`config.mk`:
```
export PLATFORM = sky130hd
export DESIGN_NAME = phy_power_control_regs
export DESIGN_NICKNAME = d
export VERILOG_FILES = /design/src/verilog/phy_power_pkg.sv /design/src/verilog/sustain_timer.sv /design/src/verilog/phy_power_control_regs.sv
export VERILOG_INCLUDE_DIRS = /design/src /design/src/verilog
export SDC_FILE = /design/constraint.sdc
export NUM_CORES = 1
export LEC_CHECK = 0
export ABC_AREA = 1
export ABC_CLOCK_PERIOD_IN_PS = 3400
export BUFFER_PORTS_ARGS = -buffer_cell sky130_fd_sc_hd__buf_2
export CORE_AREA = 3 3 83 163
export DETAILED_ROUTE_END_ITERATION = 6
export DIE_AREA = 0 0 86 166
export PLACE_DENSITY = 0.68
export SLEW_MARGIN = 10
export SYNTH_ARGS = -nofsm -noshare
export SYNTH_HDL_FRONTEND = slang
export SYNTH_SLANG_ARGS = --single-unit
export TNS_END_PERCENT = 1
```
`constraint.sdc`:
```
create_clock -name i_core_clk -period 3.4 [get_ports i_core_clk]
set_input_delay 0.17 -clock i_core_clk [delete_from_list [all_inputs] [get_ports i_core_clk]]
set_output_delay 0.17 -clock i_core_clk [all_outputs]
set_load 0.01 [all_outputs]
```
`src/verilog/phy_power_regs.svh`:
```
// register offsets, field positions and timing for phy power control
`ifndef PHY_POWER_REGS_SVH
`define PHY_POWER_REGS_SVH

`define ADDR_W          8
`define DATA_W          16
`define OFS_PWR_EVENT   8'hD4
`define OFS_SLEEP_WAKE  8'hD6
`define OFS_PHY_RESET   8'hD8
`define OFS_BASIC_CTL   8'hE4
`define OFS_BASIC_STAT  8'hE6
`define OFS_PORT_CTL    8'hF6
`define OFS_PORT_STAT   8'hF8

`define PM_MODE_LSB     0
`define PM_MODE_MSB     1
`define PM_AUTO_WAKE    7
`define PMODE_NORMAL    2'h0
`define PMODE_ENERGY    2'h1
`define PMODE_SAVING    2'h3

`define SW_WAKE_LSB     8
`define SW_WAKE_MSB     15
`define SW_SLEEP_LSB    0
`define SW_SLEEP_MSB    7
`define SW_WAKE_RST     8'h08
`define SW_SLEEP_RST    8'h0C
`define WAKE_UNIT_MS    16
`define SLEEP_UNIT_S    1
`define MS_PER_S        1000

`define RST_PHY_BIT     0

`define CTL_LOOPBACK    14
`define CTL_FORCE100    13
`define CTL_AN_ENABLE   12
`define CTL_AN_RESTART  9
`define CTL_FULL_DUPLEX 8
`define CTL_XOVER_ALG   5
`define CTL_FORCE_MDIX  4
`define CTL_DIS_MDIX    3
`define CTL_DIS_TX      1
`define CTL_DIS_LED     0

`define PC_FULL_DUPLEX  5
`define PC_FORCE100     6
`define PC_AN_ENABLE    7
`define PC_FORCE_MDIX   9
`define PC_DIS_MDIX     10
`define PC_AN_RESTART   13
`define PC_DIS_TX       14
`define PC_DIS_LED      15
`define PS_XOVER_ALG    15
`define PS_AN_DONE      6
`define PS_LINK         5

`define ST_T4           15
`define ST_CAP_LSB      11
`define ST_CAP_MSB      14
`define ST_CAP_ALL      4'hF
`define ST_AN_DONE      5
`define ST_AN_CAP       3
`define ST_LINK         2
`define ST_EXTENDED     0

`define CLK_PERIOD_NS   8
`define NS_PER_MS       1000000
`define TGT_W           18

`endif

```
`src/verilog/phy_power_pkg.sv`:
```
// types shared by the phy power control block
package phy_power_pkg;
  // gray order: normal, awake, asleep, saving
  typedef enum logic [1:0] {
    PWR_NORMAL    = 2'h0,
    PWR_ED_AWAKE  = 2'h1,
    PWR_ED_ASLEEP = 2'h3,
    PWR_SAVING    = 2'h2
  } pwr_state_t;
endpackage

```
`src/verilog/sustain_timer.sv`:
```
// counts how long a condition has held without a break
`timescale 1ns/1ns
module sustain_timer #(
  parameter int W = 18
) (
  input  wire logic         i_clk,
  input  wire logic         i_rst_n,
  input  wire logic         i_tick,
  input  wire logic         i_cond,
  input  wire logic         i_clear,
  input  wire logic [W-1:0] i_target,
  output logic              o_expired
);
  logic [W-1:0] count_q;
  logic [W-1:0] count_d;
  logic         at_target;

  assign at_target = (count_q >= i_target);
  assign count_d = (i_clear || !i_cond) ? '0 :
                   (i_tick && !at_target) ? count_q + 1'b1 :
                   count_q;
  // clear only restarts the count; keeping it out of the expiry
  // avoids a loop through the caller's next-state logic
  assign o_expired = i_cond && at_target;

  always_ff @(posedge i_clk or negedge i_rst_n) begin
    if (!i_rst_n) begin
      count_q <= '0;
    end else begin
      count_q <= count_d;
    end
  end
endmodule

```
`src/verilog/phy_power_control_regs.sv`:
```
// phy power, reset and basic control/status register group
// Functional notes
// - mode 00 normal, 01 energy detect with sleep/awake, 11 power saving
// - any host register access wakes energy detect low-power state
// - wake time bits 15-8, 16 ms units, reset 0x08
// - writing one to reset bit 0 pulses phy reset, reads zero
// - control bit 14 loops host frames back through the phy
// - bit 12 autoneg enable; bit 13 forces 100 or 10 otherwise
// - writing one to control bit 9 restarts autoneg
// - control bit 8 forces full or half duplex
// - bit 5 crossover algorithm, bit 4 force cross, bit 3 disable
// - control bit 1 disables the transmitter
// - control bit 0 turns off all indicator leds
// - shared control bits visible through port control registers too, crossover algorithm through port status bit 15
// - capability status bits fixed: 14-11 and 3 one, 15 and 0 zero
// - status bit 5 shows autoneg complete, mirrors port status
// - status bit 2 shows link up, mirrors port status
// - automatic wake only when auto wake-up bit 7 is set
`timescale 1ns/1ns
`include "phy_power_regs.svh"
module phy_power_control_regs #(
  parameter int MS_CYCLES = `NS_PER_MS / `CLK_PERIOD_NS
) (
  input  wire logic                      i_core_clk,
  input  wire logic                      i_resetn,
  input  wire logic                      i_reg_wr,
  input  wire logic                      i_reg_rd,
  input  wire logic [`ADDR_W-1:0]        i_reg_addr,
  input  wire logic [`DATA_W-1:0]        i_reg_wdata,
  input  wire logic [1:0]                i_reg_be,
  input  wire logic                      i_energy_detect,
  input  wire logic                      i_link_up,
  input  wire logic                      i_an_complete,
  output logic [`DATA_W-1:0]             o_reg_rdata,
  output logic                           o_reg_rvalid,
  output phy_power_pkg::pwr_state_t      o_power_state,
  output logic                           o_low_power,
  output logic                           o_phy_reset,
  output logic                           o_loopback,
  output logic                           o_force_100,
  output logic                           o_an_enable,
  output logic                           o_an_restart,
  output logic                           o_full_duplex,
  output logic                           o_xover_alg,
  output logic                           o_force_mdix,
  output logic                           o_disable_mdix,
  output logic                           o_tx_disable,
  output logic                           o_led_disable
);
  import phy_power_pkg::*;

  // ---------------------------------------------
  // reset release and energy synchroniser
  // ---------------------------------------------
  logic [1:0] rst_sync_q;
  logic       rst_n;
  logic       energy_meta_q;
  logic       energy_q;

  always_ff @(posedge i_core_clk or negedge i_resetn) begin
    if (!i_resetn) begin
      rst_sync_q <= 2'h0;
    end else begin
      rst_sync_q <= {rst_sync_q[0], 1'b1};
    end
  end
  assign rst_n = rst_sync_q[1];

  always_ff @(posedge i_core_clk or negedge rst_n) begin
    if (!rst_n) begin
      energy_meta_q <= 1'b0;
      energy_q      <= 1'b0;
    end else begin
      energy_meta_q <= i_energy_detect;
      energy_q      <= energy_meta_q;
    end
  end

  // ---------------------------------------------
  // millisecond tick divider
  // ---------------------------------------------
  localparam int DIV_W = $clog2(MS_CYCLES + 1);
  localparam logic [DIV_W-1:0] DIV_LAST = DIV_W'(MS_CYCLES - 1);
  logic [DIV_W-1:0] div_q;
  logic             tick_q;
  logic             div_wrap;

  assign div_wrap = (div_q == DIV_LAST);

  always_ff @(posedge i_core_clk or negedge rst_n) begin
    if (!rst_n) begin
      div_q  <= '0;
      tick_q <= 1'b0;
    end else begin
      div_q  <= div_wrap ? '0 : div_q + 1'b1;
      tick_q <= div_wrap;
    end
  end

  // ---------------------------------------------
  // address decode
  // ---------------------------------------------
  logic hit_pm;
  logic hit_sw;
  logic hit_rst;
  logic hit_ctl;
  logic hit_stat;
  logic hit_pc;
  logic hit_ps;
  logic wr_pm_lo;
  logic wr_sw_lo;
  logic wr_sw_hi;
  logic wr_rst_lo;
  logic wr_ctl_lo;
  logic wr_ctl_hi;
  logic wr_pc_lo;
  logic wr_pc_hi;
  logic wr_ps_hi;
  logic host_access;

  assign hit_pm    = (i_reg_addr == `OFS_PWR_EVENT);
  assign hit_sw    = (i_reg_addr == `OFS_SLEEP_WAKE);
  assign hit_rst   = (i_reg_addr == `OFS_PHY_RESET);
  assign hit_ctl   = (i_reg_addr == `OFS_BASIC_CTL);
  assign hit_stat  = (i_reg_addr == `OFS_BASIC_STAT);
  assign hit_pc    = (i_reg_addr == `OFS_PORT_CTL);
  assign hit_ps    = (i_reg_addr == `OFS_PORT_STAT);
  assign wr_pm_lo  = i_reg_wr && hit_pm  && i_reg_be[0];
  assign wr_sw_lo  = i_reg_wr && hit_sw  && i_reg_be[0];
  assign wr_sw_hi  = i_reg_wr && hit_sw  && i_reg_be[1];
  assign wr_rst_lo = i_reg_wr && hit_rst && i_reg_be[0];
  assign wr_ctl_lo = i_reg_wr && hit_ctl && i_reg_be[0];
  assign wr_ctl_hi = i_reg_wr && hit_ctl && i_reg_be[1];
  assign wr_pc_lo  = i_reg_wr && hit_pc  && i_reg_be[0];
  assign wr_pc_hi  = i_reg_wr && hit_pc  && i_reg_be[1];
  assign wr_ps_hi  = i_reg_wr && hit_ps  && i_reg_be[1];
  assign host_access = i_reg_wr || i_reg_rd;

  // ---------------------------------------------
  // power event and timing registers
  // ---------------------------------------------
  logic [1:0] pmode_q;
  logic       auto_wake_q;
  logic [7:0] wake_q;
  logic [7:0] sleep_q;

  always_ff @(posedge i_core_clk or negedge rst_n) begin
    if (!rst_n) begin
      pmode_q     <= `PMODE_NORMAL;
      auto_wake_q <= 1'b0;
      wake_q      <= `SW_WAKE_RST;
      sleep_q     <= `SW_SLEEP_RST;
    end else begin
      if (wr_pm_lo) begin
        pmode_q     <= i_reg_wdata[`PM_MODE_MSB:`PM_MODE_LSB];
        auto_wake_q <= i_reg_wdata[`PM_AUTO_WAKE];
      end
      if (wr_sw_hi) begin
        wake_q <= i_reg_wdata[`SW_WAKE_MSB:`SW_WAKE_LSB];
      end
      if (wr_sw_lo) begin
        sleep_q <= i_reg_wdata[`SW_SLEEP_MSB:`SW_SLEEP_LSB];
      end
    end
  end

  // ---------------------------------------------
  // basic / port control bits (loopback basic only) and phy reset
  // ---------------------------------------------
  logic loop_d;
  logic f100_d;
  logic an_en_d;
  logic fdx_d;
  logic xalg_d;
  logic fmdix_d;
  logic dmdix_d;
  logic txdis_d;
  logic leddis_d;
  logic restart_d;
  logic phy_rst_d;

  assign loop_d = wr_ctl_hi ? i_reg_wdata[`CTL_LOOPBACK] : o_loopback;
  // either location writes the same bit
  assign f100_d = wr_ctl_hi ? i_reg_wdata[`CTL_FORCE100] :
                  wr_pc_lo  ? i_reg_wdata[`PC_FORCE100]  : o_force_100;
  assign an_en_d = wr_ctl_hi ? i_reg_wdata[`CTL_AN_ENABLE] :
                   wr_pc_lo  ? i_reg_wdata[`PC_AN_ENABLE]  : o_an_enable;
  assign fdx_d = wr_ctl_hi ? i_reg_wdata[`CTL_FULL_DUPLEX] :
                 wr_pc_lo  ? i_reg_wdata[`PC_FULL_DUPLEX]  : o_full_duplex;
  assign xalg_d = wr_ctl_lo ? i_reg_wdata[`CTL_XOVER_ALG] :
                  wr_ps_hi  ? i_reg_wdata[`PS_XOVER_ALG]  : o_xover_alg;
  assign fmdix_d = wr_ctl_lo ? i_reg_wdata[`CTL_FORCE_MDIX] :
                   wr_pc_hi  ? i_reg_wdata[`PC_FORCE_MDIX]  : o_force_mdix;
  assign dmdix_d = wr_ctl_lo ? i_reg_wdata[`CTL_DIS_MDIX] :
                   wr_pc_hi  ? i_reg_wdata[`PC_DIS_MDIX]  : o_disable_mdix;
  assign txdis_d = wr_ctl_lo ? i_reg_wdata[`CTL_DIS_TX] :
                   wr_pc_hi  ? i_reg_wdata[`PC_DIS_TX]  : o_tx_disable;
  assign leddis_d = wr_ctl_lo ? i_reg_wdata[`CTL_DIS_LED] :
                    wr_pc_hi  ? i_reg_wdata[`PC_DIS_LED]  : o_led_disable;
  // restart pulse, bit reads back zero
  assign restart_d = (wr_ctl_hi && i_reg_wdata[`CTL_AN_RESTART]) ||
                     (wr_pc_hi && i_reg_wdata[`PC_AN_RESTART]);
  assign phy_rst_d = wr_rst_lo && i_reg_wdata[`RST_PHY_BIT];

  always_ff @(posedge i_core_clk or negedge rst_n) begin
    if (!rst_n) begin
      o_loopback     <= 1'b0;
      o_force_100    <= 1'b1;
      o_an_enable    <= 1'b1;
      o_full_duplex  <= 1'b1;
      o_xover_alg    <= 1'b1;
      o_force_mdix   <= 1'b0;
      o_disable_mdix <= 1'b0;
      o_tx_disable   <= 1'b0;
      o_led_disable  <= 1'b0;
      o_an_restart   <= 1'b0;
      o_phy_reset    <= 1'b0;
    end else begin
      o_loopback     <= loop_d;
      o_force_100    <= f100_d;
      o_an_enable    <= an_en_d;
      o_full_duplex  <= fdx_d;
      o_xover_alg    <= xalg_d;
      o_force_mdix   <= fmdix_d;
      o_disable_mdix <= dmdix_d;
      o_tx_disable   <= txdis_d;
      o_led_disable  <= leddis_d;
      o_an_restart   <= restart_d;
      o_phy_reset    <= phy_rst_d;
    end
  end

  // ---------------------------------------------
  // energy detect state machine
  // ---------------------------------------------
  pwr_state_t          state_d;
  logic                timer_cond;
  logic                timer_clear;
  logic                timer_exp;
  logic [`TGT_W-1:0]   timer_target;
  logic [`TGT_W-1:0]   wake_ms;
  logic [`TGT_W-1:0]   sleep_ms;
  logic                asleep;

  assign asleep   = (o_power_state == PWR_ED_ASLEEP);
  assign wake_ms  = `TGT_W'(wake_q) * `TGT_W'(`WAKE_UNIT_MS);
  assign sleep_ms = `TGT_W'(sleep_q) *
                    `TGT_W'(`SLEEP_UNIT_S * `MS_PER_S);
  // energy wakes from sleep; lack of energy puts to sleep
  assign timer_cond   = asleep ? energy_q : !energy_q;
  assign timer_target = asleep ? wake_ms : sleep_ms;
  assign timer_clear  = (state_d != o_power_state) ||
                        (pmode_q != `PMODE_ENERGY);

  sustain_timer #(
    .W (`TGT_W)
  ) u_timer (
    .i_clk     (i_core_clk),
    .i_rst_n   (rst_n),
    .i_tick    (tick_q),
    .i_cond    (timer_cond),
    .i_clear   (timer_clear),
    .i_target  (timer_target),
    .o_expired (timer_exp)
  );

  always_comb begin
    state_d = o_power_state;
    case (pmode_q)
      `PMODE_ENERGY: begin
        case (o_power_state)
          PWR_ED_AWAKE: begin
            if (timer_exp) begin
              state_d = PWR_ED_ASLEEP;
            end
          end
          PWR_ED_ASLEEP: begin
            if (host_access) begin
              state_d = PWR_ED_AWAKE;
            end else if (auto_wake_q && timer_exp) begin
              state_d = PWR_ED_AWAKE;
            end
          end
          default: begin
            state_d = PWR_ED_AWAKE;
          end
        endcase
      end
      `PMODE_SAVING: begin
        state_d = PWR_SAVING;
      end
      default: begin
        state_d = PWR_NORMAL;
      end
    endcase
  end

  always_ff @(posedge i_core_clk or negedge rst_n) begin
    if (!rst_n) begin
      o_power_state <= PWR_NORMAL;
      o_low_power   <= 1'b0;
    end else begin
      o_power_state <= state_d;
      o_low_power   <= (state_d == PWR_ED_ASLEEP);
    end
  end

  // ---------------------------------------------
  // read data path
  // ---------------------------------------------
  logic [`DATA_W-1:0] pm_word;
  logic [`DATA_W-1:0] sw_word;
  logic [`DATA_W-1:0] ctl_word;
  logic [`DATA_W-1:0] stat_word;
  logic [`DATA_W-1:0] pc_word;
  logic [`DATA_W-1:0] ps_word;
  logic [`DATA_W-1:0] rd_word;

  always_comb begin
    pm_word = '0;
    pm_word[`PM_MODE_MSB:`PM_MODE_LSB] = pmode_q;
    pm_word[`PM_AUTO_WAKE] = auto_wake_q;
    sw_word = {wake_q, sleep_q};
    ctl_word = '0;
    ctl_word[`CTL_LOOPBACK]    = o_loopback;
    ctl_word[`CTL_FORCE100]    = o_force_100;
    ctl_word[`CTL_AN_ENABLE]   = o_an_enable;
    ctl_word[`CTL_FULL_DUPLEX] = o_full_duplex;
    ctl_word[`CTL_XOVER_ALG]   = o_xover_alg;
    ctl_word[`CTL_FORCE_MDIX]  = o_force_mdix;
    ctl_word[`CTL_DIS_MDIX]    = o_disable_mdix;
    ctl_word[`CTL_DIS_TX]      = o_tx_disable;
    ctl_word[`CTL_DIS_LED]     = o_led_disable;
    stat_word = '0;
    stat_word[`ST_CAP_MSB:`ST_CAP_LSB] = `ST_CAP_ALL;
    stat_word[`ST_AN_CAP] = 1'b1;
    stat_word[`ST_AN_DONE] = i_an_complete;
    stat_word[`ST_LINK]    = i_link_up;
    pc_word = '0;
    pc_word[`PC_FULL_DUPLEX] = o_full_duplex;
    pc_word[`PC_FORCE100]    = o_force_100;
    pc_word[`PC_AN_ENABLE]   = o_an_enable;
    pc_word[`PC_FORCE_MDIX]  = o_force_mdix;
    pc_word[`PC_DIS_MDIX]    = o_disable_mdix;
    pc_word[`PC_DIS_TX]      = o_tx_disable;
    pc_word[`PC_DIS_LED]     = o_led_disable;
    ps_word = '0;
    ps_word[`PS_XOVER_ALG] = o_xover_alg;
    ps_word[`PS_AN_DONE]   = i_an_complete;
    ps_word[`PS_LINK]      = i_link_up;
  end

  assign rd_word = hit_pm   ? pm_word   :
                   hit_sw   ? sw_word   :
                   hit_ctl  ? ctl_word  :
                   hit_stat ? stat_word :
                   hit_pc   ? pc_word   :
                   hit_ps   ? ps_word   : '0;

  always_ff @(posedge i_core_clk or negedge rst_n) begin
    if (!rst_n) begin
      o_reg_rdata  <= '0;
      o_reg_rvalid <= 1'b0;
    end else begin
      o_reg_rdata  <= i_reg_rd ? rd_word : '0;
      o_reg_rvalid <= i_reg_rd;
    end
  end
endmodule

```
==> impl_results.rst <==
.. list-table::
   :header-rows: 1

   * - Metric
     - Value
   * - Non-Filler Cell Area, Final
     - 7621 um^2
   * - Number of enable-type register cells in the synthesized netlist
     - 0
   * - Count of nets after finishing
     - ~940
   * - Largest net degree at the start of global routing
     - 70
   * - Total inserted antenna cells
     - 0
   * - Number of violations reported at the end of detailed-routing iteration 0
     - ~230
   * - Data required time of the critical path
     - 3640 ps
   * - Cell count after synthesis
     - 702
   * - Async SR Flop Fraction
     - 100.0%
   * - Hold Path Cell Cnt
     - 1
   * - Setup total negative slack
     - -40020 ps
   * - Reg-to-reg startpoint
     - sleep_q[2]
   * - Initial antenna violation count
     - 0
   * - Global-route wire length before repair
     - 26540 um
   * - Sequential-to-total area share from yosys stat
     - a little under two fifths
   * - Detailed placer's ending HPWL
     - 13020 um
   * - Run status
     - complete, but fails checks
   * - Remaining antenna violation count
     - 0
   * - Path depth of the worst reg2reg path
     - 30
   * - Leading cell types in the layout, fill and taps excluded
     - 112 x inv_1, 107 x nand2_1, 81 x dfrtp_1
   * - TritonCTS clock tree
     - yes
   * - Critical R2R Capture
     - u_timer.count_q[17]
   * - Clock-pin slew of the registers on the worst-case setup and hold paths
     - 70 ps
   * - Violations in the final reports
     - negative setup slack
   * - Layout cell share with drive strength beyond 1
     - between 20 and 30%
   * - Number of rows created at floorplan
     - 57
   * - Least setup slack across all paths after layout
     - -2031 ps
   * - Die Ht
     - 166 um
   * - Standard cell core area
     - 12340 um^2
   * - Final Max Slew Viols
     - 0
   * - RSZ-0062 raised after global routing
     - yes
   * - Via total after detailed routing
     - 5305
   * - Worst Hold Endpoint
     - o_reg_rvalid
   * - Power per standard cell area
     - 393.8 nW/um^2
   * - Endpoints failing hold
     - 0
   * - Routed via count divided by cell count
     - between 5 and 6
   * - Most common cell after layout, fill and taps aside
     - inv_1
   * - Fmax
     - roughly 180 MHz
   * - Layout overhead on the synthesized area
     - 23.98%
   * - Initial Utilization
     - 49.82%
   * - Beginning of the worst hold path
     - i_reg_rd
   * - Top Ports
     - 64
   * - Slowest CP cell
     - dfstp_2
   * - Hold Path Class
     - primary input to flip-flop
   * - Total die area
     - 14280 um^2
   * - Worst slew slack as a fraction of its limit
     - between 30% and 40%
   * - Maximum root-to-sink buffer count
     - 2
   * - Leakage power
     - 3.869 nW
   * - DRC
     - 0
   * - Share of the core filled with cells in the final layout
     - 61.77%
   * - Max_cap viols
     - 0
   * - Leftover overflow at the end of global routing
     - 0
   * - Number of inserted filler cells in the final layout
     - 1034
   * - Number of clock sinks
     - 90
   * - # setup viols final
     - 20
   * - Kind of capture point of the worst setup path
     - flip-flop
   * - Slowest cell delay on critical path
     - 580 ps
   * - Iteration count of the initial detailed-routing pass
     - 5
   * - Top flip-flop cell by instance count after synthesis
     - dfrtp_1
   * - Root buffer cell
     - clkbuf_16
   * - Maximum vdd drop
     - roughly 0.32 mV
   * - Drt wl/cell
     - 16.50 um
   * - Number of global-route vias before repair
     - between 5000 and 6000
   * - DIE WIDTH
     - 86 um
   * - Number of buffers inserted by port buffering
     - 63
   * - Largest clock skew in the final design
     - 8.721 ps
   * - Transition time at the pin with the least slew margin
     - roughly 910 ps
   * - Later-pin clock latency in the skew report
     - approximately 350 ps
   * - Total CTS buffers
     - 9
   * - Wire length after detailed routing
     - 16250 um
   * - Total of flip-flops plus latches after synthesis
     - 90
   * - Library cells used by synthesis
     - 52
   * - Period Utilization, post-route
     - 159.7%
   * - Setup slack on the worst flop-to-flop path
     - -2030 ps
   * - Minimum clock period after layout
     - 5431 ps
   * - Post-Place Cell Area
     - 7103 um^2
   * - Average instance area after synthesis
     - between 8 and 9 um^2
   * - Global-route total usage across every layer
     - 23.59%
   * - Number of levels in the clock H-tree
     - 3
   * - CP Class
     - flip-flop to flip-flop
   * - Worst setup path startpoint
     - sleep_q[2]
   * - Setup WS pre-CTS
     - -2080 ps
   * - Cell area after synthesis
     - 6147 um^2
   * - Synth Net Count
     - 812
   * - Worst setup SP type
     - flip-flop
   * - Data arrival at the endpoint of the critical path
     - 5670 ps
   * - Maximum fanout along the worst path
     - 7
   * - Placer's final routability congestion estimate
     - 0.9334
   * - Yosys Warn Count
     - 0
-- registers in the layout, indices dropped and copies added, names as in the netlist, 2 cells and up --
| name | cells |
|---|---|
| rst_sync_q | 2 |
| o_reg_rdata | 16 |
| pmode_q | 2 |
| div_q | 17 |
| sleep_q | 8 |
| u_timer.count_q | 18 |
| wake_q | 8 |
| o_power_state | 2 |
-- cells by family (layout without fill, tap and decap cells) --
kind of cell	Yosys count	count (layout)	synth area share (%)
XOR/XNOR	29	29	4.132
adder cells (fa/ha/maj)	77	77	18.24
flip-flops	90	90	36.78
multiplexers	5	5	0.8549
other	1	1	0.06100
AND/OR/NAND/NOR	259	259	21.09
buffers and inverters	128	264	8.141
AO/OA/AOI/OAI	113	113	10.71
-- worst max-delay path, delay by kind of cell (launching register included) --
kind                     cells  cell delay [ps]
AND/OR/NAND/NOR             15             1260
buffers and inverters        3              280
AO/OA/AOI/OAI                6              710
flip-flops                   1              580
adder cells (fa/ha/maj)      6             2450
-- repair_timing --
| action | CTS | global route |
|---|---|---|
| hold buffers | 2 | 0 |
| pin swaps | 28 | 26 |
| buffers inserted | 1 | 4 |
| endpoints found under the setup margin | 20 | 20 |
| endpoints found under the hold margin | 3 | 0 |
| gates resized for setup | 22 | 17 |
| cloned | 0 | 0 |
-- per-layer routing --
metal / vias up / track usage [%] / part of all wire, %
met5: - / 0 / 0
met4: 0 / 11.44 / 4.2
met3: 53 / 3.277 / 3.4
met2: 144 / 44.84 / 58
met1: 2549 / 24.18 / 34
li1: 2559 / - / -
-- metrics by stage --
step | power, mW | hold slack [ps] | std cells
after global routing | 3.152 | 57.31 | 985
after global placement | 1.774 | -45.86 | 962
after CTS | 2.908 | 44.50 | 981
final | 3.001 | 52.96 | 985
after detailed placement | 1.809 | -43.53 | 962
after floorplan | 1.558 | -125.6 | 702
-- Yosys cell counts (5+ instances only) --
cell type	n	share of area, %
dfrtp_1	83	34
nor2_2	8	0.81
nand3_2	5	0.81
xor2_1	26	3.7
ha_1	56	11
inv_1	117	7.1
a21o_1	5	0.61
fa_1	21	6.8
nor2_4	11	2.0
nand4_1	11	1.1
nor2_1	55	3.4
o221ai_1	8	1.1
o21ai_0	46	3.7
nand2_1	111	6.8
nor3_1	12	0.98
dfstp_2	7	3.0
nand3_1	21	1.7
a21oi_1	36	2.9
-- cell type report --
| type | instances | area [um^2] | share of cell area [%] |
|---|---|---|---|
| Clock inverter | 7 | 83.83 | 1.100 |
| Sequential cell | 90 | 2266 | 29.73 |
| Inverter | 121 | 456.7 | 5.992 |
| Timing Repair Buffer | 127 | 837.1 | 10.98 |
| Multi-Input combinational cell | 484 | 3568 | 46.82 |
| Clock buffer | 9 | 225.2 | 2.955 |
| Tap cell | 147 | 183.9 | 2.413 |
-- report_power, final --
part / total [mW] / leakage [nW] / internal (mW) / switching (mW)
Combinational: 0.826 / 2.52 / 0.382 / 0.444
Clock: 1.05 / 0.149 / 0.585 / 0.469
Sequential: 1.12 / 1.20 / 1.09 / 0.0320
Total: 3.00 / 3.87 / 2.06 / 0.945
-- how the worst max path moves through the flow --
stage                                endpoint
after global routing      u_timer.count_q[12]
after floorplan            u_timer.count_q[9]
after global placement    u_timer.count_q[11]
after detailed placement  u_timer.count_q[15]
after CTS                 u_timer.count_q[10]
final                     u_timer.count_q[17]
No activity file was read; power rests on OpenSTA's default activity.
